<file path="src/pca_regs.vh">
// register addresses, field positions, reset values and timing counts of the counter array
`ifndef CAC_REGS_VH
`define CAC_REGS_VH

`define CAC_ADDR_CTRL 8'hD8
`define CAC_ADDR_MODE 8'hD9
`define CAC_ADDR_CPM0 8'hDA
`define CAC_ADDR_CNT_LO 8'hE9
`define CAC_ADDR_CPL0 8'hEA
`define CAC_ADDR_CNT_HI 8'hF9
`define CAC_ADDR_CPH0 8'hFA

`define CAC_CTRL_RESET 8'h00
`define CAC_MODE_RESET 8'h00
`define CAC_CPM_RESET 7'h00

`define CAC_CTRL_OVF_BIT 7
`define CAC_CTRL_RUN_BIT 6
`define CAC_MODE_IDLE_BIT 7
`define CAC_MODE_TBH_BIT 2
`define CAC_MODE_TBL_BIT 1
`define CAC_MODE_OVFIE_BIT 0
`define CAC_CPM_CMP_BIT 6
`define CAC_CPM_CAPP_BIT 5
`define CAC_CPM_CAPN_BIT 4
`define CAC_CPM_MAT_BIT 3
`define CAC_CPM_TOG_BIT 2
`define CAC_CPM_PWM_BIT 1
`define CAC_CPM_IE_BIT 0

`define CAC_NUM_MOD 5
`define CAC_DIV_SLOW 4'd12
`define CAC_DIV_FAST 4'd4
`define CAC_TB_DIV12 2'h0
`define CAC_TB_DIV4 2'h1
`define CAC_TB_T0 2'h2
`define CAC_TB_EXT 2'h3

`endif

</file>
<file path="src/pca_module.v">
// one compare module: software timer, high-speed toggle output and 8-bit pwm
`timescale 1ns/1ns
`default_nettype none
`include "pca_regs.vh"

module cac_module
(
    input wire i_clk,
    input wire i_rst_n,
    input wire i_tick,
    input wire [15:0] i_count,
    input wire [6:0] i_mode,
    input wire i_wr_lo,
    input wire i_wr_hi,
    input wire [7:0] i_wdata,
    output reg [7:0] o_cmp_lo,
    output reg [7:0] o_cmp_hi,
    output reg o_pin,
    output reg o_match
);

    wire cmp_en;
    wire mat_en;
    wire tog_en;
    wire pwm_en;
    wire cap_any;
    wire timer_mode;
    wire hso_mode;
    wire pwm_mode;

    assign cmp_en = i_mode[`CAC_CPM_CMP_BIT];
    assign mat_en = i_mode[`CAC_CPM_MAT_BIT];
    assign tog_en = i_mode[`CAC_CPM_TOG_BIT];
    assign pwm_en = i_mode[`CAC_CPM_PWM_BIT];
    assign cap_any = i_mode[`CAC_CPM_CAPP_BIT] | i_mode[`CAC_CPM_CAPN_BIT];
    assign timer_mode = cmp_en & mat_en & ~tog_en & ~pwm_en & ~cap_any;
    assign hso_mode = cmp_en & mat_en & tog_en & ~pwm_en & ~cap_any;
    assign pwm_mode = cmp_en & pwm_en & ~tog_en & ~cap_any;

    // =========================================
    // compare registers and output pin
    // the counter moves only on ticks, so a match is acted on once per count value
    always @(posedge i_clk or negedge i_rst_n)
    begin
        if (!i_rst_n)
        begin
            o_cmp_lo <= 8'h00;
            o_cmp_hi <= 8'h00;
            o_pin <= 1'b0;
            o_match <= 1'b0;
        end
        else
        begin
            o_match <= 1'b0;
            if (i_wr_hi)
                o_cmp_hi <= i_wdata;
            if (i_wr_lo)
                o_cmp_lo <= i_wdata;
            if (i_tick)
            begin
                if ((timer_mode || hso_mode) && i_count == {o_cmp_hi, o_cmp_lo})
                    o_match <= 1'b1;
                if (hso_mode && i_count == {o_cmp_hi, o_cmp_lo})
                    o_pin <= ~o_pin;
                if (pwm_mode)
                begin
                    if (i_count[7:0] == 8'hFF)
                    begin
                        o_pin <= 1'b0;
                        o_cmp_lo <= i_wr_hi ? i_wdata : o_cmp_hi;
                    end
                    else if (i_count[7:0] == o_cmp_lo)
                        o_pin <= 1'b1;
                end
            end
        end
    end

endmodule
`default_nettype wire

</file>
<file path="src/pca_top.v">
// counter array: 16-bit timebase counter, control/mode registers, five compare modules
`timescale 1ns/1ns
`default_nettype none
`include "pca_regs.vh"

// Functional notes
// - software timer: counter equal to compare value sets event flag, interrupt if enabled
// - event flag survives interrupt entry; only a software write of zero clears it
// - software timer selected by comparator and match enables, toggle and pwm clear
// - high-speed output: pin inverts on each counter match with compare value
// - high-speed output selected by toggle, match and comparator enables all set
// - pwm: pin goes high when counter low byte equals compare low byte
// - pwm: pin goes low on counter low byte overflow, period 256 ticks
// - pwm: on low byte wrap, compare high byte copies into compare low byte
// - pwm selected by comparator and pwm enables, match enable ignored
// - all pwm outputs run from the one shared counter and its timebase
// - counter is two readable bytes forming one 16-bit up-counter
// - low byte read latches high byte; later high byte read returns it
// - counter reads never disturb counting
// - timebase: clock/12, clock/4, timer 0 overflow, external input falling edges
// - counter wrap from all ones sets overflow flag, interrupt if enabled
// - overflow raises an interrupt only while its enable bit is one
// - overflow flag survives interrupt entry; software must clear it
// - overflow interrupt needs global and array interrupt enables both set
// - with idle suspend clear, the array keeps running in processor idle
module cac_top
(
    input wire I_CLK,
    input wire I_RST_N,
    input wire [7:0] I_SFR_ADDR,
    input wire I_SFR_WR,
    input wire I_SFR_RD,
    input wire [7:0] I_SFR_WDATA,
    input wire I_T0_OVF,
    input wire I_EXT_COUNT,
    input wire I_CORE_IDLE,
    input wire I_GLOBAL_IRQ_EN,
    input wire I_ARRAY_IRQ_EN,
    output reg [7:0] O_SFR_RDATA,
    output reg [4:0] O_MODULE_IO_PIN,
    output reg O_IRQ
);

    // =========================================
    // address decode helper
    function [2:0] mod_index;
        input [7:0] addr;
        input [7:0] base;
        begin
            mod_index = 3'd7;
            if (addr >= base && addr < base + 8'd5)
                mod_index = addr[2:0] - base[2:0];
        end
    endfunction

    reg [7:0] ctrl_reg;
    reg [7:0] mode_reg;
    reg [6:0] cpm_reg [0:4];
    reg [15:0] count_reg;
    reg [7:0] hi_latch_reg;
    reg [3:0] div_reg;
    reg ext_prev_reg;
    reg [4:0] wr_lo;
    reg [4:0] wr_hi;
    reg [7:0] rdata_next;
    reg tick;
    wire run;
    wire [4:0] match;
    wire [4:0] pin;
    wire [7:0] cmp_lo [0:4];
    wire [7:0] cmp_hi [0:4];
    wire [2:0] lo_idx;
    wire [2:0] hi_idx;
    wire [2:0] cpm_idx;
    wire [1:0] tb_sel;
    wire ovf;
    wire [3:0] div_max;
    integer k;
    integer j;

    assign tb_sel = {mode_reg[`CAC_MODE_TBH_BIT], mode_reg[`CAC_MODE_TBL_BIT]};
    assign run = ctrl_reg[`CAC_CTRL_RUN_BIT] &
                 ~(mode_reg[`CAC_MODE_IDLE_BIT] & I_CORE_IDLE);
    assign lo_idx = mod_index(I_SFR_ADDR, `CAC_ADDR_CPL0);
    assign hi_idx = mod_index(I_SFR_ADDR, `CAC_ADDR_CPH0);
    assign cpm_idx = mod_index(I_SFR_ADDR, `CAC_ADDR_CPM0);
    assign div_max = (tb_sel == `CAC_TB_DIV12) ? `CAC_DIV_SLOW - 4'd1 : `CAC_DIV_FAST - 4'd1;
    assign ovf = tick && count_reg == 16'hFFFF;

    // =========================================
    // timebase select
    // external edges are only seen once per clock, so the source must stay at or below clock/2
    always @*
    begin
        tick = 1'b0;
        if (run)
        begin
            if (tb_sel == `CAC_TB_T0)
                tick = I_T0_OVF;
            else if (tb_sel == `CAC_TB_EXT)
                tick = ext_prev_reg & ~I_EXT_COUNT;
            else
                tick = (div_reg == div_max);
        end
    end

    always @(posedge I_CLK or negedge I_RST_N)
    begin
        if (!I_RST_N)
        begin
            div_reg <= 4'h0;
            ext_prev_reg <= 1'b1;
            count_reg <= 16'h0000;
        end
        else
        begin
            ext_prev_reg <= I_EXT_COUNT;
            if (!run || div_reg >= div_max)
                div_reg <= 4'h0;
            else
                div_reg <= div_reg + 4'h1;
            // software writes to the counter bytes are not allowed; reads leave it alone
            if (tick)
                count_reg <= count_reg + 16'h0001;
        end
    end

    // =========================================
    // write strobes for compare bytes
    always @*
    begin
        wr_lo = 5'h00;
        wr_hi = 5'h00;
        if (I_SFR_WR && lo_idx < 3'd5)
            wr_lo[lo_idx] = 1'b1;
        if (I_SFR_WR && hi_idx < 3'd5)
            wr_hi[hi_idx] = 1'b1;
    end

    // =========================================
    // compare modules share one counter
    genvar g;
    generate
        for (g = 0; g < `CAC_NUM_MOD; g = g + 1)
        begin : g_mod
            cac_module u_mod
            (
                .i_clk(I_CLK),
                .i_rst_n(I_RST_N),
                .i_tick(tick),
                .i_count(count_reg),
                .i_mode(cpm_reg[g]),
                .i_wr_lo(wr_lo[g]),
                .i_wr_hi(wr_hi[g]),
                .i_wdata(I_SFR_WDATA),
                .o_cmp_lo(cmp_lo[g]),
                .o_cmp_hi(cmp_hi[g]),
                .o_pin(pin[g]),
                .o_match(match[g])
            );
        end
    endgenerate

    // =========================================
    // control, mode and module mode registers
    always @(posedge I_CLK or negedge I_RST_N)
    begin
        if (!I_RST_N)
        begin
            ctrl_reg <= `CAC_CTRL_RESET;
            mode_reg <= `CAC_MODE_RESET;
            hi_latch_reg <= 8'h00;
            for (k = 0; k < 5; k = k + 1)
                cpm_reg[k] <= `CAC_CPM_RESET;
        end
        else
        begin
            if (I_SFR_WR && I_SFR_ADDR == `CAC_ADDR_CTRL)
                ctrl_reg <= {I_SFR_WDATA[7:6], 1'b0, I_SFR_WDATA[4:0]};
            else if (I_SFR_WR && I_SFR_ADDR == `CAC_ADDR_MODE)
                mode_reg <= {I_SFR_WDATA[7], 4'h0, I_SFR_WDATA[2:0]};
            else if (I_SFR_WR && cpm_idx < 3'd5)
                cpm_reg[cpm_idx] <= I_SFR_WDATA[6:0];
            // hardware sets win over a same-cycle software clear
            for (k = 0; k < 5; k = k + 1)
                if (match[k])
                    ctrl_reg[k] <= 1'b1;
            if (ovf)
                ctrl_reg[`CAC_CTRL_OVF_BIT] <= 1'b1;
            if (I_SFR_RD && I_SFR_ADDR == `CAC_ADDR_CNT_LO)
                hi_latch_reg <= count_reg[15:8];
        end
    end

    // =========================================
    // read data, pins and interrupt
    always @*
    begin
        rdata_next = 8'h00;
        if (I_SFR_ADDR == `CAC_ADDR_CTRL)
            rdata_next = ctrl_reg;
        else if (I_SFR_ADDR == `CAC_ADDR_MODE)
            rdata_next = mode_reg;
        else if (I_SFR_ADDR == `CAC_ADDR_CNT_LO)
            rdata_next = count_reg[7:0];
        else if (I_SFR_ADDR == `CAC_ADDR_CNT_HI)
            rdata_next = hi_latch_reg;
        else if (cpm_idx < 3'd5)
            rdata_next = {1'b0, cpm_reg[cpm_idx]};
        else if (lo_idx < 3'd5)
            rdata_next = cmp_lo[lo_idx];
        else if (hi_idx < 3'd5)
            rdata_next = cmp_hi[hi_idx];
    end

    reg irq_next;
    always @*
    begin
        irq_next = ctrl_reg[`CAC_CTRL_OVF_BIT] & mode_reg[`CAC_MODE_OVFIE_BIT];
        for (j = 0; j < 5; j = j + 1)
            irq_next = irq_next | (ctrl_reg[j] & cpm_reg[j][`CAC_CPM_IE_BIT]);
        irq_next = irq_next & I_GLOBAL_IRQ_EN & I_ARRAY_IRQ_EN;
    end

    always @(posedge I_CLK or negedge I_RST_N)
    begin
        if (!I_RST_N)
        begin
            O_SFR_RDATA <= 8'h00;
            O_MODULE_IO_PIN <= 5'h00;
            O_IRQ <= 1'b0;
        end
        else
        begin
            O_SFR_RDATA <= rdata_next;
            O_MODULE_IO_PIN <= pin;
            O_IRQ <= irq_next;
        end
    end

endmodule
`default_nettype wire

</file>
<file path="config.mk">
export PLATFORM = sky130hd
export DESIGN_NAME = cac_top
export DESIGN_NICKNAME = d
export VERILOG_FILES = /design/src/pca_module.v /design/src/pca_top.v
export VERILOG_INCLUDE_DIRS = /design/src
export SDC_FILE = /design/constraint.sdc
export NUM_CORES = 1
export LEC_CHECK = 0
export ABC_AREA = 1
export BUFFER_PORTS_ARGS = -buffer_cell sky130_fd_sc_hd__buf_2
export CORE_ASPECT_RATIO = 1.1
export CORE_UTILIZATION = 25
export CTS_CLUSTER_SIZE = 12
export DETAILED_ROUTE_END_ITERATION = 10
export HOLD_SLACK_MARGIN = 0.08
export SLEW_MARGIN = 20
export SYNTH_ARGS = -nofsm -noshare
export SYNTH_HDL_FRONTEND = slang
export SYNTH_HIERARCHICAL = 1
export SYNTH_SLANG_ARGS = --single-unit
</file>
<file path="constraint.sdc">
create_clock -name I_CLK -period 2.8 [get_ports I_CLK]
set_clock_uncertainty 0.1 [all_clocks]
set_input_delay 0.28 -clock I_CLK [delete_from_list [all_inputs] [get_ports I_CLK]]
set_output_delay 0.28 -clock I_CLK [all_outputs]
set_load 0.02 [all_outputs]
</file>
== Word level (Yosys, flattened, before mapping) ==
Cells that the tools add are included.
Storage, ports and cells
  register bits: 179
  output and inout port bits: 14
Cells by class
  bitwise logic cells: 98
  add/sub/neg operators: 3
  eq/ne operators: 19
  reduce and logical (&&, ||, !) cells: 39
  order comparisons: 18
  muxes and demuxes: 95
Operators by type and width (number)
  $mux W8: 37
  $eq A16 B16 Y1: 5
  $and A1 B1 Y1: 61
  $bmux W8 S3: 2
  $mux W1: 41
  $eq A8 B8 Y1: 5
  $eq A8 B8 Y1 const B: 5
  $bwmux W35: 1
  $ge A8 B8 Y1 const B: 3
  $lt A8 B8 Y1 const B: 3
  $not A1 Y1: 24
  $logic_and A1 B1 Y1: 23
  $bmux W7 S3: 1
  $demux W7 S3: 1
  $mux W7: 3
  $add A16 B1 Y16 const B: 1
  $eq A16 B16 Y1 const B: 1
  $ge A4 B4 Y1 const B: 3
  $not A3 Y4: 3
  $reduce_bool A2 Y1: 6
  $mux W5: 2
  $or A1 B1 Y1: 10
  $lt A3 B3 Y1 const B: 3
  $mux W3: 3
  other kinds (15): 25

== Logic depth before layout (Yosys ltp) ==
  depth in word-level cells: 14
  depth in mapped cells: 18
  mapped depth without buffers: 18

== Modules after synthesis ==
Netlist, hierarchy kept.
By module, submodules not included
  cac_module: cells each 168, sequential area each 450.4 um2, instances 5, area each 1154.9 um2
  cac_top: cells each 741, sequential area each 2228.4 um2, instances 1, area each 5411.4 um2

== Least setup slack after synthesis ==
No wires, ideal clock.
  kind: input -> register
  start: input I_SFR_ADDR[1]
  end: register g_mod[4].u_mod.o_cmp_lo[5]
  cell stages on the path: 13
  data required time: 2.579 ns
  data arrival time: 2.061 ns
  path slack: 0.518 ns
  library setup time: 0.121 ns
  path through: buf_4 > nand2_2 > inv_1 > nand2_1 > nand3_1 > nor2_1 > buf_2 > nand3_1 > nor2_1 > clkbuf_1 > nor2_1 > a21oi_1 > o21ai_2
Between the ends
  longest elaborated chain between the ends: 12
  elaborated cells between the ends (all ways): 30
  those cells by class: add/sub: 1; order compare: 10; mux: 13; reduce/logical: 6
Ends and longest elaborated chain
  from (decl): line pca_top.v:30  | input wire [7:0] I_SFR_ADDR,
  $ge A8 B8 Y1 or $lt A8 B8 Y1 (tied branches): line pca_top.v:51  | if (addr >= base && addr < base + 8'd5)
  $logic_and A1 B1 Y1: line pca_top.v:51
  $mux W3 *: line pca_top.v:51
  $lt A3 B4 Y1 (implied by the code) or $ge A3 B1 Y1 (tied branches): line pca_top.v:135  | wr_lo[lo_idx] = 1'b1;
  $logic_and A1 B1 Y1 (implied by the code): line pca_top.v:135
  $mux W1 (implied by the code): line pca_top.v:135
  $demux W1 S3: line pca_top.v:135
  $mux W5 *: line pca_top.v:134  | if (I_SFR_WR && lo_idx < 3'd5)
  net wr_lo[4]: line pca_top.v:63  | reg [4:0] wr_lo;
  $mux W8 *: line pca_module.v:57  | if (i_wr_lo)
  $mux W8: line pca_module.v:67  | if (i_count[7:0] == 8'hFF)
  $mux W8: line pca_module.v:65  | if (pwm_mode)
  $mux W8 *: line pca_module.v:59  | if (i_tick)
  to (signal assigned): line pca_module.v:58  | o_cmp_lo <= i_wdata;
  to (signal assigned): line pca_module.v:70  | o_cmp_lo <= i_wr_hi ? i_wdata : o_cmp_hi;
  to (decl): line pca_module.v:16  | output reg [7:0] o_cmp_lo,
Mark *: on every way through the listed nets, which the timed path passes. The rest lies on a longest branch.
A chain may end at the register's enable or synchronous reset.

== Worst setup path in the final report ==
  start: register mode_reg[2]
  end: register g_mod[1].u_mod.o_match
Between the ends
  longest elaborated chain between the ends: 7
  elaborated cells between the ends (all ways): 9
  those cells by class: eq/ne: 3; mux: 5; reduce/logical: 1
Ends and longest elaborated chain
  from (decl): line pca_top.v:57  | reg [7:0] mode_reg;
  from (signal assigned): line pca_top.v:171  | mode_reg <= `CAC_MODE_RESET;
  from (signal assigned): line pca_top.v:181  | mode_reg <= {I_SFR_WDATA[7], 4'h0, I_SFR_WDATA[2:0]};
  $logic_not A2 Y1 (no source line)
  $mux W4: line pca_top.v:87  | assign div_max = (tb_sel == `CAC_TB_DIV12) ? `CAC_DIV_SLOW - 4'd1 : `CAC_DIV_FAST - 4'd1;
  $eq A4 B4 Y1: line pca_top.v:103  | tick = (div_reg == div_max);
  $mux W1: line pca_top.v:100  | else if (tb_sel == `CAC_TB_EXT)
  $mux W1 *: line pca_top.v:98  | if (tb_sel == `CAC_TB_T0)
  $mux W1 *: line pca_top.v:96  | if (run)
  net tick: line pca_top.v:66  | reg tick;
  $mux W1 *: line pca_module.v:59
  to (signal assigned): line pca_module.v:50  | o_match <= 1'b0;
  to (signal assigned): line pca_module.v:54  | o_match <= 1'b0;
  to (signal assigned): line pca_module.v:62  | o_match <= 1'b1;
  to (decl): line pca_module.v:19  | output reg o_match
Marks and branches as above.

==> results.sh <==
export IMPL_status="completed"
export IMPL_grt_max_degree=72
export IMPL_die_h_um=224
export IMPL_p_comb_share_pct=9.1
export IMPL_worstMarginPinSlew_ns=0.884
export IMPL_vias_per_cell=4.75
export IMPL_synth_area_leaders="dfrtp_1, nand2_1, inv_1"
export IMPL_num_rows=80
export IMPL_dpl_hpwl_mm=30.5
export IMPL_first_iter_violations=1007
export IMPL_min_path_type="input port to register"
export IMPL_fin_crit_ns=2.66
export IMPL_slew_violations=0
export IMPL_yosysTopAreaCellShare_pct=39.8
export IMPL_internal_power_uw=4090
export IMPL_ys_seq_area_share_pct=40.1
export IMPL_syn_inst=1581
export IMPL_antenna_found_initial=0
export IMPL_cts_root_buf="clkbuf_16"
export IMPL_cts_sinks=179
export IMPL_port_buffer_count=38
export IMPL_place_congestion=1.00
export IMPL_io_pins=39
export IMPL_p_sw_uw=1630
export IMPL_maxCapViolations=0
export IMPL_power_leakage_uw=0.00642
export IMPL_final_util_pct=29.5
export IMPL_rsz0062_at_grt="no"
export IMPL_hold_worst_slack_ns=0.160
export IMPL_die_w_um=204
export IMPL_p_per_area_mw_per_mm2=444
export IMPL_max_slew_margin_pct=41.1
export IMPL_pwr_share_clk_pct=42.3
export IMPL_drive_above_1_share_pct=13.1
export IMPL_syn_area_mm2=0.0112
export IMPL_wl_per_cell_um=18.1
export IMPL_arrival_ns=2.84
export IMPL_total_power_uw=5720
export IMPL_crit_path_start_kind="register"
export IMPL_cts_tree="yes"
export IMPL_start_util_pct=25.6
export IMPL_clkLatencyLatePin_ns=0.46
export IMPL_syn_num_nets=1610
export IMPL_crit_fanout=6
export IMPL_layout_nets=1682
export IMPL_dieArea_mm2=0.0456
export IMPL_cp_data_required_time_ns=2.98
export IMPL_synth_area_per_cell_um2=7.08
export IMPL_htree_levels=4
export IMPL_ys_ff_latch=179
export IMPL_ir_worst_vdd_mv=0.403
export IMPL_grt_pass1_vias=10100
export IMPL_vias=10600
export IMPL_ys_warn_count=6
export IMPL_mostFrequentLayoutCell="nand2_1"
export IMPL_drt_first_pass_iters=5
export IMPL_core_mm2=0.0437
export IMPL_timing_fmax_ghz=0.376
export IMPL_nFillCells=4704
export IMPL_critical_path_class="register to register"
export IMPL_synth_edff_count=0
export IMPL_antenna_left=0
export IMPL_ys_flop_type="dfrtp_1"
export IMPL_wirelength_mm=40.5
export IMPL_power_frac_seq_pct=48.5
export IMPL_final_cell_mix="nand2_1, inv_1, dfrtp_1"
export IMPL_fin_crit_sh_pct=95.1
export IMPL_clkTransAtPathRegs_ns=0.07
export IMPL_synth_top_area_cell="dfrtp_1"
export IMPL_cts_inserted_buffers=17
export IMPL_syn_to_final_growth_pct=15.2
export IMPL_hold_viol_final=0
export IMPL_setup_violations_final=0
export IMPL_yosys_cell_types_count=51
export IMPL_async_flop_share_pct=100
export IMPL_cp_end_kind="register"
export IMPL_setup_tns_ns=0
export IMPL_track_usage_pct=18.1
export IMPL_overflow=0
export IMPL_drcViolationCount=0
export IMPL_antennaDiodeCount=0
export IMPL_clockBufferDepth=2
export IMPL_grt_pass1_wl_mm=61.7
export IMPL_p_sw_share_pct=28.5
-- critical path, cell delays in order (launching register included) --
cell      delay, ns
dfrtp_1        0.41
inv_1          0.10
nand2_1        0.06
ha_1           0.29
nand3b_1       0.10
nand2_1        0.08
nand3_2        0.19
inv_1          0.38
inv_1          0.19
nor4_1         0.58
-- worst paths after layout --
| check | end | from | slack [ns] | depth (start not counted) |
|---|---|---|---|---|
| worst max register to register | g_mod[1].u_mod/o_match | mode_reg[2] | 0.14 | 9 |
| worst min register to register | O_MODULE_IO_PIN[3] | g_mod[3].u_mod/o_pin | 0.33 | 0 |
| max in group asynchronous | g_mod[0].u_mod/o_cmp_hi[1] | I_RST_N | 1.47 | 3 |
| worst max-delay path | g_mod[1].u_mod/o_match | mode_reg[2] | 0.14 | 9 |
| worst min-delay path | div_reg[1] | I_CORE_IDLE | 0.16 | 6 |
| min in group asynchronous | cpm_reg[7] | I_RST_N | 0.31 | 2 |
-- power by group through the flow --
| stage | Sequential [uW] | Clock [uW] | Combinational (uW) |
|---|---|---|---|
| global placement | 2820 | 0 | 509 |
| floorplan | 2780 | 0 | 279 |
| finish | 2780 | 2420 | 522 |
| CTS | 2770 | 2470 | 520 |
| global route | 2780 | 2550 | 587 |
| detailed placement | 2820 | 0 | 514 |
-- routing by layer --
metal | vias up | part of all wire (%) | GRT usage [%]
met5 | - | 0 | 0
met4 | 0 | 2.5 | 5.92
met3 | 53 | 6.0 | 2.30
met2 | 351 | 47 | 29.5
met1 | 5108 | 45 | 24.6
li1 | 5133 | - | -
-- cells by family after synthesis --
group	after synthesis	synth area share, %
AOI/OAI and AO/OA	205	10.3
xor gates and xnor gates	37	2.90
adders and majority gates	4	0.447
buffers and inverters	262	9.47
DFF	179	40.1
muxes	22	1.99
and+or+nand+nor	872	34.8
-- area by class of cell --
class / count / area, um2 / share of cell area, %
inverter: 231 / 867 / 6.73
sequential: 179 / 4480 / 34.8
clock buffer: 18 / 439 / 3.41
tap: 574 / 718 / 5.57
timing repair buffer: 84 / 592 / 4.59
clock inverter: 13 / 129 / 1.00
multi-input combinational: 1140 / 5660 / 43.9
-- synthesized netlist by cell type, types with 2 or more instances --
cell	number
or2_2	9
clkbuf_1	13
nand3b_1	5
xnor2_1	2
o21ai_2	20
xor2_1	35
nor4_1	8
dfrtp_1	178
or2_4	5
o2111ai_1	2
o21a_1	4
nand2_1	512
buf_6	8
mux2i_1	20
ha_1	4
o21ai_0	106
nand3_2	10
buf_2	7
buf_4	2
nand2_2	20
nor2_1	153
mux2_2	2
o21ai_1	27
nand3_1	64
a31oi_1	2
clkinv_1	3
nand2_4	4
nor2_2	12
inv_2	4
inv_1	224
nor3_4	5
nor2_4	8
o22ai_1	2
nand4_1	41
nor3_1	10
a21oi_1	35
-- metrics by stage --
step / area [um2] / setup WS (ns) / instances
6_report: 12900 / 0.138 / 2239
5_1_grt: 12900 / 0.0135 / 2239
4_1_cts: 12900 / 0.189 / 2239
3_5_place_dp: 12300 / 0.181 / 2204
3_3_place_gp: 12300 / 0.203 / 2204
2_1_floorplan: 11200 / 0.518 / 1581
-- timing repair --
action / in CTS / in global routing
hold buffers: 4 / 0
endpoints found under the setup margin: 0 / 1
hold endpoints to repair: 68 / 0
setup buffers: 0 / 0
gates resized for setup: 0 / 1
No activity file was read; power rests on OpenSTA's default activity.
